`config.mk`:
```
export PLATFORM = sky130hd
export DESIGN_NAME = och_sequencer
export DESIGN_NICKNAME = d
export VERILOG_FILES = /design/src/rtl/och_pkg.sv /design/src/rtl/och_sync.sv /design/src/rtl/och_sequencer.sv
export SDC_FILE = /design/constraint.sdc
export NUM_CORES = 1
export LEC_CHECK = 0
export BUFFER_PORTS_ARGS = -buffer_cell sky130_fd_sc_hd__buf_2
export CORE_MARGIN = 3
export CORE_UTILIZATION = 43
export CTS_CLUSTER_DIAMETER = 120
export CTS_CLUSTER_SIZE = 8
export DETAILED_ROUTE_END_ITERATION = 12
export PLACE_DENSITY = 0.71
export SLEW_MARGIN = 20
export SYNTH_ARGS = -nofsm -noshare
export SYNTH_HDL_FRONTEND = slang
export SYNTH_SLANG_ARGS = --single-unit
```
`constraint.sdc`:
```
create_clock -name sys_clk -period 8.6 [get_ports sys_clk]
set_input_delay 0.43 -clock sys_clk [delete_from_list [all_inputs] [get_ports sys_clk]]
set_output_delay 0.43 -clock sys_clk [all_outputs]
set_load 0.01 [all_outputs]
```
`src/rtl/och_pkg.sv`:
```
// Purpose: shared constants, types and helpers of the overcurrent hiccup sequencer
// Assumes: 100 MHz system clock
// Notes: time figures are kept in ns, cycle counts are derived from them
package och_pkg;

  // clock period
  localparam int unsigned CLK_PERIOD_NS = 10;

  // delay from enable to trip-level sampling, minimum time so round up
  localparam int unsigned POR_DELAY_NS = 6_800_000;
  localparam int unsigned POR_DELAY_CYC = (POR_DELAY_NS + CLK_PERIOD_NS - 1) / CLK_PERIOD_NS;

  // soft-start ramp, one staircase of equal steps
  localparam int unsigned SS_RAMP_NS = 6_800_000;
  localparam int unsigned SS_STEPS = 64;
  localparam int unsigned SS_STEP_CYC = SS_RAMP_NS / (SS_STEPS * CLK_PERIOD_NS);

  // longest sample-and-hold phase, spread over the set-code range
  localparam int unsigned SAMPLE_MAX_NS = 3_400_000;
  localparam int unsigned SET_CODE_STEPS = 128;
  localparam int unsigned SAMPLE_STEP_CYC = SAMPLE_MAX_NS / (SET_CODE_STEPS * CLK_PERIOD_NS);

  // blanking after the low-side rising edge, minimum so round up
  localparam int unsigned BLANK_NS = 200;
  localparam int unsigned BLANK_CYC = (BLANK_NS + CLK_PERIOD_NS - 1) / CLK_PERIOD_NS;

  // minimum low-side width for a stretched or inserted pulse
  localparam int unsigned MIN_LOW_NS = 425;
  localparam int unsigned MIN_LOW_CYC = (MIN_LOW_NS + CLK_PERIOD_NS - 1) / CLK_PERIOD_NS;

  // field widths
  localparam int unsigned TMR_W = 20;
  localparam int unsigned SS_W = 6;
  localparam int unsigned CODE_W = 7;
  localparam int unsigned CNT_W = 6;

  // set-code ceiling, the upper set-voltage limit
  localparam logic [CODE_W-1:0] SET_CODE_MAX = 7'h7F;
  // last step of the staircase
  localparam logic [SS_W-1:0] SS_LAST = 6'h3F;
  // cycle counts at counter width
  localparam logic [CNT_W-1:0] BLANK_CNT = CNT_W'(BLANK_CYC);
  localparam logic [CNT_W-1:0] MIN_LOW_CNT = CNT_W'(MIN_LOW_CYC);

  // sequencer states, one-hot
  typedef enum logic [5:0] {
    OCH_OFF = 6'h01,
    OCH_DELAY = 6'h02,
    OCH_SAMPLE = 6'h04,
    OCH_SOFT = 6'h08,
    OCH_RUN = 6'h10,
    OCH_DUMMY = 6'h20
  } och_state_e;

  // whole state of the sequencer
  typedef struct packed {
    och_state_e st;
    logic [TMR_W-1:0] tmr;
    logic [SS_W-1:0] ss_idx;
    logic dummy_n;
    logic [CODE_W-1:0] code;
    logic guard_en;
    logic low_gate;
    logic high_gate;
    logic [CNT_W-1:0] blank_cnt;
    logic [CNT_W-1:0] width_cnt;
    logic narrow_n;
    logic [CNT_W-1:0] force_cnt;
  } och_state_s;

  // whole state of the input synchroniser
  typedef struct packed {
    logic [2:0] meta;
    logic [2:0] stable;
  } och_sync_s;

  localparam och_state_s OCH_RST = '{st: OCH_OFF, default: '0};
  localparam och_sync_s OCH_SYNC_RST = '{default: '0};

  // true on the last cycle of a period of lim cycles
  function automatic logic och_timer_hit(input logic [TMR_W-1:0] t, input int unsigned lim);
    return t == TMR_W'(lim - 1);
  endfunction : och_timer_hit

endpackage : och_pkg

```
`src/rtl/och_sync.sv`:
```
// Purpose: two-flop synchroniser for the asynchronous inputs
// Assumes: inputs are slow levels from pins or analog comparators
// Notes: only the second stage is visible outside
`timescale 1ns/1ps
module och_sync
  import och_pkg::*;
(
  input wire logic sys_clk,
  input wire logic reset_n,
  input wire logic [2:0] async_in,
  output logic [2:0] sync_out
);

  // registered state and its next value
  och_sync_s q;
  och_sync_s d;

  // next state: shift one stage
  always_comb
  begin
    d.meta = async_in;
    d.stable = q.meta;
  end

  // state register, synchronous reset
  always_ff @(posedge sys_clk)
  begin
    if (!reset_n)
    begin
      q <= OCH_SYNC_RST;
    end
    else
    begin
      q <= d;
    end
  end

  // second stage only
  assign sync_out = q.stable;

endmodule : och_sync

```
`src/rtl/och_sequencer.sv`:
```
// Purpose: trip-level sample, soft-start, hiccup retry and low-side guard logic
// Assumes: pwm requests and cycle start come from logic on sys_clk
// Notes: shutdown pin, set comparator and trip comparator are asynchronous
//
// Summary of operation
// - enable release repeats init with fresh sample
// - no new sample during overcurrent retries
// - trip: output off, two dummies, one attempt
// - hiccup repeats endlessly, never latches off
// - after delay sample, low driver off, sense on
// - set level held in counter feeding DAC
// - monitoring starts after blanking from low rise
// - window ends at low fall, trip anywhere
// - third narrow low pulse stretched to minimum
// - guard disabled also disables pulse stretching
// - threshold is twice the sampled set voltage
// - set pin still above the dac at ceiling code disables the guard
// - trip during real attempt restarts dummies
// - guard enabled by the sample is active in soft-start too
// - retry period two dummies plus partial ramp
// - short removed, next attempt ramps normally
// - soft-start reference is sixty-four equal steps
// - shutdown stops oscillator, gates low, re-arms
// - sample phase time grows with trip setting
`timescale 1ns/1ps
module och_sequencer
  import och_pkg::*;
#(
  parameter int unsigned POR_DELAY_CYCLES = POR_DELAY_CYC,
  parameter int unsigned SS_STEP_CYCLES = SS_STEP_CYC
)
(
  input wire logic sys_clk,
  input wire logic reset_n,
  input wire logic shutdown_compensation_pin,
  input wire logic set_pin_above_dac,
  input wire logic overcurrent_sense,
  input wire logic pwm_high_req,
  input wire logic pwm_low_req,
  input wire logic pwm_cycle_start,
  output logic high_side_gate,
  output logic low_side_gate,
  output logic osc_run,
  output logic error_amp_en,
  output logic [SS_W-1:0] soft_ref,
  output logic trip_sense_current_en,
  output logic [CODE_W-1:0] set_dac_code,
  output logic [CODE_W:0] trip_dac_code,
  output logic overcurrent_guard_en,
  output logic hiccup_active
);

  // registered state and its next value
  och_state_s q;
  och_state_s d;
  // synchronised pin and comparator levels
  logic [2:0] sync_lv;
  // shutdown released (pin above disable level)
  logic sd_rel;
  // set pin still above the set dac
  logic above;
  // low-side drop above the trip threshold
  logic oc_hit;
  // sequencer drives the gates this cycle
  logic active;
  // overcurrent seen inside the window
  logic trip;
  // next cycle keeps the gates enabled
  logic run;
  // low pulse reached minimum width this cycle
  logic wide;

  // all three asynchronous inputs pass two flops
  och_sync u_sync (
    .sys_clk (sys_clk),
    .reset_n (reset_n),
    .async_in ({overcurrent_sense, set_pin_above_dac, shutdown_compensation_pin}),
    .sync_out (sync_lv)
  );

  assign sd_rel = sync_lv[0];
  assign above = sync_lv[1];
  assign oc_hit = sync_lv[2];

  // next-state logic
  always_comb
  begin
    d = q;
    active = (q.st == OCH_SOFT) || (q.st == OCH_RUN);
    // window closes with low gate fall
    trip = active && q.guard_en && q.low_gate && (q.blank_cnt == BLANK_CNT) && oc_hit;
    d.tmr = TMR_W'(q.tmr + TMR_W'(1));
    case (q.st)
      // disabled, waiting for release
      OCH_OFF:
      begin
        d.tmr = '0;
        if (sd_rel)
        begin
          d.st = OCH_DELAY;
          d.guard_en = 1'b0;
        end
      end
      // fixed delay, sense current already on
      OCH_DELAY:
      begin
        if (och_timer_hit(q.tmr, POR_DELAY_CYCLES))
        begin
          d.st = OCH_SAMPLE;
          d.tmr = '0;
          d.code = '0;
        end
      end
      // counter ramps the set dac up to the pin voltage
      OCH_SAMPLE:
      begin
        if (och_timer_hit(q.tmr, SAMPLE_STEP_CYC))
        begin
          d.tmr = '0;
          if (!above)
          begin
            d.st = OCH_SOFT;
            d.guard_en = 1'b1;
            d.ss_idx = '0;
          end
          else if (q.code == SET_CODE_MAX)
          begin
            d.st = OCH_SOFT;
            d.guard_en = 1'b0;
            d.ss_idx = '0;
          end
          else
          begin
            d.code = CODE_W'(q.code + CODE_W'(1));
          end
        end
      end
      // real soft-start ramp
      OCH_SOFT:
      begin
        if (och_timer_hit(q.tmr, SS_STEP_CYCLES))
        begin
          d.tmr = '0;
          if (q.ss_idx == SS_LAST)
          begin
            d.st = OCH_RUN;
          end
          else
          begin
            d.ss_idx = SS_W'(q.ss_idx + SS_W'(1));
          end
        end
      end
      // regulating, reference at final step
      OCH_RUN:
      begin
        d.tmr = '0;
      end
      // dummy time-out, one full ramp long
      OCH_DUMMY:
      begin
        if (och_timer_hit(q.tmr, SS_STEP_CYCLES))
        begin
          d.tmr = '0;
          if (q.ss_idx == SS_LAST)
          begin
            d.ss_idx = '0;
            // second dummy leads to one attempt
            if (q.dummy_n)
            begin
              d.st = OCH_SOFT;
              d.dummy_n = 1'b0;
            end
            else
            begin
              d.dummy_n = 1'b1;
            end
          end
          else
          begin
            d.ss_idx = SS_W'(q.ss_idx + SS_W'(1));
          end
        end
      end
      // illegal code, fall back to off
      default:
      begin
        d.st = OCH_OFF;
        d.tmr = '0;
      end
    endcase
    // trip shuts off and enters hiccup
    if (trip)
    begin
      d.st = OCH_DUMMY;
      d.tmr = '0;
      d.ss_idx = '0;
      d.dummy_n = 1'b0;
    end
    if (!sd_rel)
    begin
      d.st = OCH_OFF;
      d.tmr = '0;
      d.ss_idx = '0;
      d.dummy_n = 1'b0;
    end
    // gates only in soft-start or regulation
    run = (d.st == OCH_SOFT) || (d.st == OCH_RUN);
    // forced pulse counts down
    if (q.force_cnt != '0)
    begin
      d.force_cnt = CNT_W'(q.force_cnt - CNT_W'(1));
    end
    d.low_gate = run && (pwm_low_req || (q.force_cnt != '0));
    // high only with low off both cycles
    d.high_gate = run && pwm_high_req && !d.low_gate && !q.low_gate;
    // width and blanking counters
    wide = (q.width_cnt == MIN_LOW_CNT);
    if (d.low_gate && !q.low_gate)
    begin
      d.blank_cnt = '0;
      d.width_cnt = '0;
    end
    else if (q.low_gate)
    begin
      if (q.blank_cnt != BLANK_CNT)
      begin
        d.blank_cnt = CNT_W'(q.blank_cnt + CNT_W'(1));
      end
      if (!wide)
      begin
        d.width_cnt = CNT_W'(q.width_cnt + CNT_W'(1));
      end
    end
    // third narrow cycle gets forced pulse
    if (!run || !q.guard_en)
    begin
      d.narrow_n = 1'b0;
      d.force_cnt = '0;
    end
    else if (pwm_cycle_start)
    begin
      d.width_cnt = '0;
      if (wide)
      begin
        d.narrow_n = 1'b0;
      end
      else if (q.narrow_n)
      begin
        d.narrow_n = 1'b0;
        d.force_cnt = MIN_LOW_CNT;
      end
      else
      begin
        d.narrow_n = 1'b1;
      end
    end
  end

  // state register, synchronous reset
  always_ff @(posedge sys_clk)
  begin
    if (!reset_n)
    begin
      q <= OCH_RST;
    end
    else
    begin
      q <= d;
    end
  end

  // outputs straight from state
  assign high_side_gate = q.high_gate;
  assign low_side_gate = q.low_gate;
  assign osc_run = (q.st != OCH_OFF);
  assign error_amp_en = (q.st == OCH_SOFT) || (q.st == OCH_RUN);
  assign soft_ref = error_amp_en ? q.ss_idx : '0;
  assign trip_sense_current_en = (q.st == OCH_DELAY) || (q.st == OCH_SAMPLE);
  assign set_dac_code = q.code;
  // threshold is twice the set code
  assign trip_dac_code = {q.code, 1'b0};
  assign overcurrent_guard_en = q.guard_en;
  assign hiccup_active = (q.st == OCH_DUMMY);
endmodule : och_sequencer

```
==> results.yml, run 1 <==
sta:
  fin_tns_setup_ps: 0
  slew_headroom: 0.2934
  rsz0062_at_grt: "false"
  drv_slew: 0
  hold_violations: 0
  final-setup-viol-count: 0
  skew_ps: 14.26
  timing.fmax_mhz: 318.2
  worst_pin_slew_ps: 1053
  post-route-period-util: 0.3654
  fin_crit_ps: 3142
  hold-worst-slack_ps: 281.1
pwr:
  vdd_drop_max_v: 0.00007503
  p_total_mw: 0.6217
  switchingPower_mw: 0.1371
  power_frac_clock: 0.472
  pwr_density_cell_nw_per_um2: 158.3
  switching_share: 0.2205
  power_frac_comb: 0.018
  power_leakage_nw: 1.432
  p_seq_frac: 0.511
  p_int_mw: 0.4846
clock_network:
  cts_buffers: 9
  clk_path_buf_depth: 2
  path_clk_slew_ps: 80
  root_buffer: "clkbuf_8"
  cts-resized-gates: 0
  insertion_delay_ps: 350
  cts_hold_buf: 0
  cts_tree: "done"
  post-cts-setup-buffers: 0
  numClockSinks: 68
  cts.htree.levels: 3
worst_setup_path:
  reg2reg_from: "q[50]"
  startpoint_type: "flip-flop"
  endpoint_kind: "flip-flop"
  cp.arrival_ps: 3390
  required_ps: 8850
  worstSetupPathType: "flip-flop to flip-flop"
  crit_path_start: "q[50]"
  path_max_fanout: 16
drt:
  ant_nets: 0
  drt_first_iter_violations: 148
  firstDrtPassIters: 5
  routed_wirelength_um: 7470
  viasPerCell: 5.492
  routedWlPerCell_um: 13.41
  remaining_drc_errors: 0
  num_vias: 3059
floorplan:
  die_w_um: 97.13
  pin_count: 36
  die_height_um: 97.13
  core-area_um2: 7888
  start_util: 0.4527
  dieArea_um2: 9434
  rows: 32
synthesis:
  yosysMostFrequentCell: "dfxtp_1"
  ys_ff_latch: 68
  synth_simple_gate_area_frac: 0.3346
  synthXorXnorAreaFrac: 0.08584
  ys.warnings.count: 0
  netlist_top_cells_area: "dfxtp_1 (38%), nor2_1 (4.8%), xor2_1 (4.7%)"
  ys_seq_area_frac: 0.3812
  synth_top_area_frac: 0.3812
  synth.mux.area_fraction: 0.01191
  yosys.area.top_type: "dfxtp_1"
  ys_types: 51
  synth_compound_area_frac: 0.09846
  synth.net_count: 449
  synth-async-reset-ratio: 0
  synth-edff-count: 0
  avgSynthCellArea_um2: 8.247
  synth_adder_area_share: 0.02803
  synth_top_family_by_area: "simple AND/OR/NAND/NOR gates"
  yosys-top-cells-count: "dfxtp_1 (68), nor2_1 (46), nand2_1 (42), a21oi_1 (26), nand3_1 (20)"
  netlist_area_um2: 3571
  synthCells: 433
  ys.flop_type: "dfxtp_1"
cells_and_area:
  nets: 466
  synthToLayoutAreaGrowth_pct: 9.951
  fin_area_um2: 3926
  drive_gt1_frac: 0.1275
  num_antenna_cells: 0
grt:
  grt_pass1_wl_um: 12970
  antenna_found_initial: 0
  grt.overflow.total: 0
  grt_usage: 0.1625
  grt_start_max_net_pins: 27
  grt_pass1_vias: 2910
outcome:
  run_status: "finished clean"
flow_run:
  cap_viol_max_count: 0
placement:
  place_area_um2: 3704
  finalWeightedCongestion: 0.8305
  hpwlAfterDp_um: 5422
  io_buffers: 34
hold_path:
  hold_class: "input pin to flip-flop"
  min_from: "overcurrent_sense"
## through the flow
| stage | std cells | worst slack, ps | utilization |
|---|---|---|---|
| CTS | 557 | 5503 | 0.4978 |
| detailed placement | 541 | 5509 | 0.4695 |
| global placement | 541 | 5587 | 0.4695 |
| finish | 557 | 5458 | 0.4978 |
| global route | 557 | 5190 | 0.4978 |
| floorplan | 433 | 5735 | - |
## registers in the layout, summed over array words and instances, names as in the netlist
| register | count |
|---|---|
| u_sync.sync_out | 3 |
| low_side_gate | 1 |
| set_dac_code | 7 |
| high_side_gate | 1 |
| q | 52 |
| overcurrent_guard_en | 1 |
| u_sync.d | 3 |
## worst max-delay path, stage by stage, from the launching register on
cell and delay, ps:
dfxtp_1 380, or4b_1 580, nor4_1 600, a41o_1 260, a31oi_1 60, o21ai_1 850
nor4b_1 310
## layout make-up
cell class                      count  area (µm²)
Clock buffer                        9       123.9
Clock inverter                      7       98.84
Fill cell                         752        3961
Inverter                           12       45.04
Multi-Input combinational cell    325        1999
Sequential cell                    68        1361
Tap cell                          102       127.6
Timing Repair Buffer               34       170.2
## power groups by stage
stage / registers (mW) / logic, mW / clock network (mW)
finish: 0.317 / 0.0111 / 0.293
global route: 0.318 / 0.0123 / 0.313
CTS: 0.317 / 0.0111 / 0.301
detailed placement: 0.325 / 0.0110 / 0
global placement: 0.325 / 0.0109 / 0
floorplan: 0.324 / 0.00810 / 0
## placed cells by master, fill, tap and decap left out, drive strengths merged, types with 3 or more instances in the layout
cell	n
nand4b	3
nor4b	7
or2	3
nand3	20
and2	15
nand2b	6
clkinv	3
nor3b	10
or3	4
nand2	42
nor4	9
clkbuf	9
nor3	12
and4	3
dfxtp	68
or4	8
nand4	12
and3	9
xor2	19
nor2b	4
ha	8
inv	13
nor2	46
xnor2	16
buf	34
o21ai	14
a21oi	26
## path summary, 6_finish.rpt
kind | to | slack, ps | cells past startpoint
max | q[4] | 5460 | 6
min reg2reg | u_sync.sync_out[0] | 440 | 1
min | u_sync.d[2] | 280 | 2
max reg2reg | q[4] | 5460 | 6
## layer usage
metal | vias up | wire length, µm | global-route usage
li1 | 1547 | - | -
met1 | 1441 | 3489 | 0.1971
met2 | 62 | 3609 | 0.2834
met3 | 9 | 277 | 0.03518
met4 | 0 | 94 | 0.05616
met5 | - | 0 | 0
## logic make-up (layout without fill, tap and decap cells)
family / Yosys count / after routing
AOI/OAI and AO/OA: 57 / 57
xor gates and xnor gates: 35 / 35
adders and majority gates: 8 / 8
buffers and inverters: 40 / 62
DFF: 68 / 68
muxes: 4 / 4
other: 1 / 1
and+or+nand+nor: 220 / 220
Note: power is estimated with default switching activity, not from simulation.
==> inputs of run 2 (changes only) <==
clock period = 3 ns   (was 8.6 ns; I/O delays follow)
==> run 2 against run 1 <==
Net effect:
- utilization is 0.76 points higher
- setup slack worse by 5400 ps
- largest power group unchanged
- register-to-register slack worse by 5400 ps
- total power grew to 2.7 times the previous value
- sequential power grew to 2.9 times the previous value
- combinational power grew to 3.0 times the previous value
- non-clock buffer count is 11 higher
- global-route usage is 0.13 points lower
- die area stayed put
- flip-flop and latch count stayed put
- via count is 0.56% lower
- hold slack worse by 260 ps
==> results.yml, run 2 (synthesized netlist as in run 1, its figures left out) <==
pwr:
  switching_share: 0.2217
  power_frac_comb: 0.020
  p_seq_frac: 0.543
  switchingPower_mw: 0.3712
  power_frac_clock: 0.436
  pwr_density_cell_nw_per_um2: 420.0
  power_leakage_nw: 1.470
  p_int_mw: 1.303
  vdd_drop_max_v: 0.0002268
placement:
  hpwlAfterDp_um: 5398
  io_buffers: 34
  dp_slack_ps: 113.4
  place_area_um2: 3771
  finalWeightedCongestion: 0.8429
clock_network:
  path_clk_slew_ps: 80
  root_buffer: "clkbuf_8"
  cts.htree.levels: 3
  cts_tree: "done"
  cts_buffers: 9
  numClockSinks: 68
  insertion_delay_ps: 350
  clk_path_buf_depth: 2
sta:
  timing.fmax_mhz: 343.2
  final-setup-viol-count: 0
  fin_tns_setup_ps: 0
  rsz0062_at_grt: "false"
  skew_ps: 10.82
  hold_violations: 0
  hold-worst-slack_ps: 24.59
  fin_crit_ps: 2914
  slew_headroom: 0.5511
  post-route-period-util: 0.9713
  worst_pin_slew_ps: 667.3
  finalWorstSetupSlack_ps: 86.17
  drv_slew: 0
worst_setup_path:
  reg2regPathDepth: 6
  crit_path_start: "q[48]"
  cp.arrival_ps: 3180
  reg2reg_to: "q[33]"
  path_cells: "or4_1, or4_1, or4_4, o32a_4, or4_1, a21oi_1"
  startpoint_type: "flip-flop"
  cpMaxStageDelayCell: "or4_4"
  required_ps: 3260
  endpoint_kind: "flip-flop"
  r2r_slack_ps: 90
  endpoint: "q[33]"
  cpPeakStageDelay_ps: 560
  reg2reg_from: "q[48]"
  worstSetupPathType: "flip-flop to flip-flop"
  path_max_fanout: 5
  worst_path_most_repeated_cell: "or4_1"
floorplan:
  rows: 32
  die_w_um: 97.13
  die_height_um: 97.13
  core-area_um2: 7888
  dieArea_um2: 9434
  start_util: 0.4527
  pin_count: 36
drt:
  firstDrtPassIters: 5
  routedWlPerCell_um: 13.15
  ant_nets: 0
  drt_first_iter_violations: 103
  viasPerCell: 5.356
  routed_wirelength_um: 7467
  num_vias: 3042
  remaining_drc_errors: 0
cells_and_area:
  nets: 477
  fillCellCount: 742
  final_cell_mix: "dfxtp_1 (68), nor2_1 (46), nand2_1 (42)"
  top_register: "q"
  layout_commonest_cell: "dfxtp_1"
  num_antenna_cells: 0
  fin_area_um2: 3986
  synthToLayoutAreaGrowth_pct: 11.63
  drive_gt1_frac: 0.1438
  largest_register_ffs: 52
grt:
  antenna_found_initial: 0
  grt_pass1_wl_um: 12800
  grt_start_max_net_pins: 27
  grt_usage: 0.1613
  grt_pass1_vias: 2880
  grt.overflow.total: 0
outcome:
  run_status: "finished clean"
hold_path:
  hold_class: "input pin to flip-flop"
flow_run:
  cap_viol_max_count: 0
-- run 2: cell count changes in the layout (fill, tap and decap cells not counted) --
cell,change
buf_4,+9
bufinv_16,-1
clkbuf_1,+1
clkinv_2,+1
clkinv_4,-2
clkinvlp_4,+1
dlygate4sd3_1,+2
o21ai_1,-1
o21ai_2,+1
-- run 2: layout make-up --
type / instances / area, µm² / share of cell area
repair buffers: 45 / 257.7 / 0.06466
inverters: 12 / 45.04 / 0.01130
clock inverters: 6 / 63.81 / 0.01601
clock buffers: 10 / 127.6 / 0.03201
flip-flops and latches: 68 / 1361 / 0.3415
well taps: 102 / 127.6 / 0.03201
multi-input cells: 325 / 2003 / 0.5025
-- run 2: worst min path at each step --
stage | slack (ps) | start | endpoint | depth (start not counted)
after floorplan | 280 | shutdown_compensation_pin | u_sync.d[0] | 1
final | 20 | set_pin_above_dac | u_sync.d[1] | 2
after detailed placement | 360 | overcurrent_sense | u_sync.d[2] | 2
after CTS | 20 | set_pin_above_dac | u_sync.d[1] | 2
after global routing | 20 | set_pin_above_dac | u_sync.d[1] | 2
after global placement | 360 | shutdown_compensation_pin | u_sync.d[0] | 2
-- run 2: power by group through the flow --
stage / Combinational (mW) / Sequential, mW / Clock, mW
floorplan: 0.0232 / 0.929 / 0
global placement: 0.0315 / 0.930 / 0
detailed placement: 0.0318 / 0.931 / 0
CTS: 0.0340 / 0.910 / 0.756
global route: 0.0380 / 0.910 / 0.789
finish: 0.0337 / 0.910 / 0.731
-- run 2: metrics by stage --
stage            util  total power [mW]  cells
3_3_place_gp   0.4781            0.9620    550
2_1_floorplan       -            0.9518    433
4_1_cts        0.5049             1.700    568
3_5_place_dp   0.4781            0.9626    550
6_report       0.5054             1.674    568
5_1_grt        0.5054             1.738    568
-- run 2: per-layer routing --
| metal | GRT usage | routed length [µm] | up-vias |
|---|---|---|---|
| met5 | 0 | 0 | - |
| met4 | 0.08531 | 107 | 0 |
| met3 | 0.02441 | 272 | 9 |
| met2 | 0.2723 | 3577 | 54 |
| met1 | 0.1974 | 3509 | 1419 |
| li1 | - | - | 1560 |
-- run 2: what timing repair did --
action / CTS / global route
endpoints found under the hold margin: 2 / 0
endpoints found under the setup margin: 0 / 6
gates resized for setup: 0 / 1
hold buffers: 2 / 0
buffers inserted: 0 / 0
-- run 2: critical path: cells and delay by family, from the launching register on --
family	cells	cell delay, ps
and+or+nand+nor	4	2000
AOI/OAI and AO/OA	2	520
DFF	1	310
==> inputs of run 3 (changes only) <==
PLACE_DENSITY = 0.74   (was 0.71)
TNS_END_PERCENT = 50   (was unset)
clock period = 2.5 ns   (was 3 ns; I/O delays follow)
==> run 3 against run 2 <==
Net effect:
- the flow now finishes with violations (setup timing)
- non-clock buffer count increased by 15
- largest power group is now the clock network
- hold slack improved by 60 ps
- clock skew increased by 1.2 ps
- fmax increased by 3.3%
- flip-flop and latch count unchanged
- utilization increased by 3.0 points
- die area unchanged
- sequential power increased by 20%
- final cell count increased by 2.6%
- clock-buffer cell count unchanged
- register-to-register slack got worse by 410 ps
==> results.yml, run 3 (synthesized netlist as in run 1, its figures left out) <==
grt:
  grt_start_max_net_pins: 27
  grt.overflow.total: 0
  grt_pass1_vias: 3016
  grt_pass1_wl_um: 13090
  antenna_found_initial: 0
  grt_usage: 0.1637
floorplan:
  pin_count: 36
  start_util: 0.4527
  core-area_um2: 7888
  die_w_um: 97.13
  die_height_um: 97.13
  dieArea_um2: 9434
  rows: 32
worst_setup_path:
  startpoint_type: "flip-flop"
  cp.arrival_ps: 3080
  path_cells: "or4_4, or4_4, or4_4, o32a_4, buf_4, or3_1, a21oi_1"
  worstSetupPathType: "flip-flop to flip-flop"
  path_max_fanout: 9
  worst_path_most_repeated_cell: "or4_4"
  required_ps: 2760
  reg2reg_to: "q[30]"
  cpMaxStageDelayCell: "or4_4"
  critPathBufInv: 1
  reg2reg_from: "q[54]"
  reg2regPathDepth: 7
  cpPeakStageDelay_ps: 520
  endpoint_kind: "flip-flop"
  crit_family: "simple AND/OR/NAND/NOR gates"
  r2r_slack_ps: -320
drt:
  routed_wirelength_um: 7735
  ant_nets: 0
  routedWlPerCell_um: 13.27
  viasPerCell: 5.451
  remaining_drc_errors: 0
  firstDrtPassIters: 5
  num_vias: 3178
  drt_first_iter_violations: 129
cells_and_area:
  nets: 492
  num_antenna_cells: 0
  synthToLayoutAreaGrowth_pct: 18.15
  fin_cells: 583
  layout_commonest_cell: "dfxtp_1"
  final_cell_mix: "dfxtp_1 (66), nor2_1 (46), nand2_1 (42)"
  fillCellCount: 708
  top_register: "q"
  largest_register_ffs: 52
  drive_gt1_frac: 0.1933
sta:
  skew_ps: 12.02
  hold-worst-slack_ps: 84.80
  drv_slew: 0
  finalWorstSetupSlack_ps: -320.9
  slew_headroom: 0.5729
  post-route-period-util: 1.128
  final-setup-viol-count: 26
  hold_violations: 0
  worst_pin_slew_ps: 634.8
  fin_crit_ps: 2821
  timing.fmax_mhz: 354.5
  rsz0062_at_grt: "true"
clock_network:
  cts_tree: "done"
  path_clk_slew_ps: 80
  insertion_delay_ps: 350
  cts.htree.levels: 3
  numClockSinks: 68
  clk_path_buf_depth: 2
  cts_buffers: 9
  root_buffer: "clkbuf_8"
hold_path:
  min_path_cells: 2
  hold_end: "low_side_gate"
  hold_class: "input pin to flip-flop"
  min_from: "pwm_low_req"
pwr:
  power_leakage_nw: 1.587
  vdd_drop_max_v: 0.0002414
  pwr_density_cell_nw_per_um2: 530.9
placement:
  dpl.cell_count: 563
  finalWeightedCongestion: 0.8788
  io_buffers: 34
  hpwlAfterDp_um: 5561
outcome:
  run_status: "complete, but fails checks"
  violations: "setup timing"
flow_run:
  cap_viol_max_count: 0
## run 3: cell count changes in the layout (fill, tap and decap cells not counted), sizes merged
| cell | before | now |
|---|---|---|
| clkinvlp | 2 | 1 |
| buf | 43 | 57 |
| bufinv | 1 | 3 |
| dlygate4sd3 | 2 | 3 |
| inv | 13 | 12 |
## run 3: layer usage
layer / GRT usage / wire length, µm / vias up
met4: 0.07667 / 131 / 0
met5: 0 / 0 / -
met1: 0.1952 / 3485 / 1492
met3: 0.03302 / 366 / 13
met2: 0.2813 / 3752 / 73
li1: - / - / 1600
## run 3: metrics by stage
step | cell area, µm² | setup WS (ps) | power, mW | TNS [ps] | util
final | 4219 | -320.9 | 2.240 | -2536 | 0.5349
after global routing | 4219 | -360.4 | 2.316 | -4410 | 0.5349
after CTS | 4182 | -302.0 | 2.262 | -2724 | 0.5301
after detailed placement | 3884 | -292.9 | 1.156 | -2730 | 0.4924
after global placement | 3884 | -256.6 | 1.155 | -1836 | 0.4924
after floorplan | 3580 | -278.1 | 1.142 | -579.2 | -
## run 3: where the power goes
group	leakage, nW	total (mW)	switching (mW)	internal [mW]
combinational	0.915	0.0427	0.0252	0.0175
sequential	0.550	1.09	0.00407	1.09
clock	0.122	1.11	0.416	0.689
total	1.59	2.24	0.445	1.79
## run 3: layout make-up
type,instances,area (µm²),share of cell area
inverters,12,45.04,0.01068
flip-flops and latches,68,1364,0.3233
repair buffers,60,389.1,0.09223
clock buffers,10,137.6,0.03262
well taps,102,127.6,0.03025
clock inverters,6,111.4,0.02639
multi-input cells,325,2044,0.4846
## run 3: worst max path at each step
stage,start,end,slack [ps],depth (start not counted)
floorplan,q[54],q[33],-280,7
global placement,q[54],q[33],-260,6
detailed placement,q[54],q[33],-290,6
CTS,q[54],q[33],-300,6
global route,q[54],q[33],-360,6
finish,q[54],q[30],-320,7
## run 3: repair_timing
item	4_1_cts	5_1_grt
buffers inserted	1	0
endpoints found under the setup margin	27	38
cloned	0	0
pin swaps	5	0
hold buffers	3	0
gates resized for setup	3	8
hold endpoints to repair	3	0
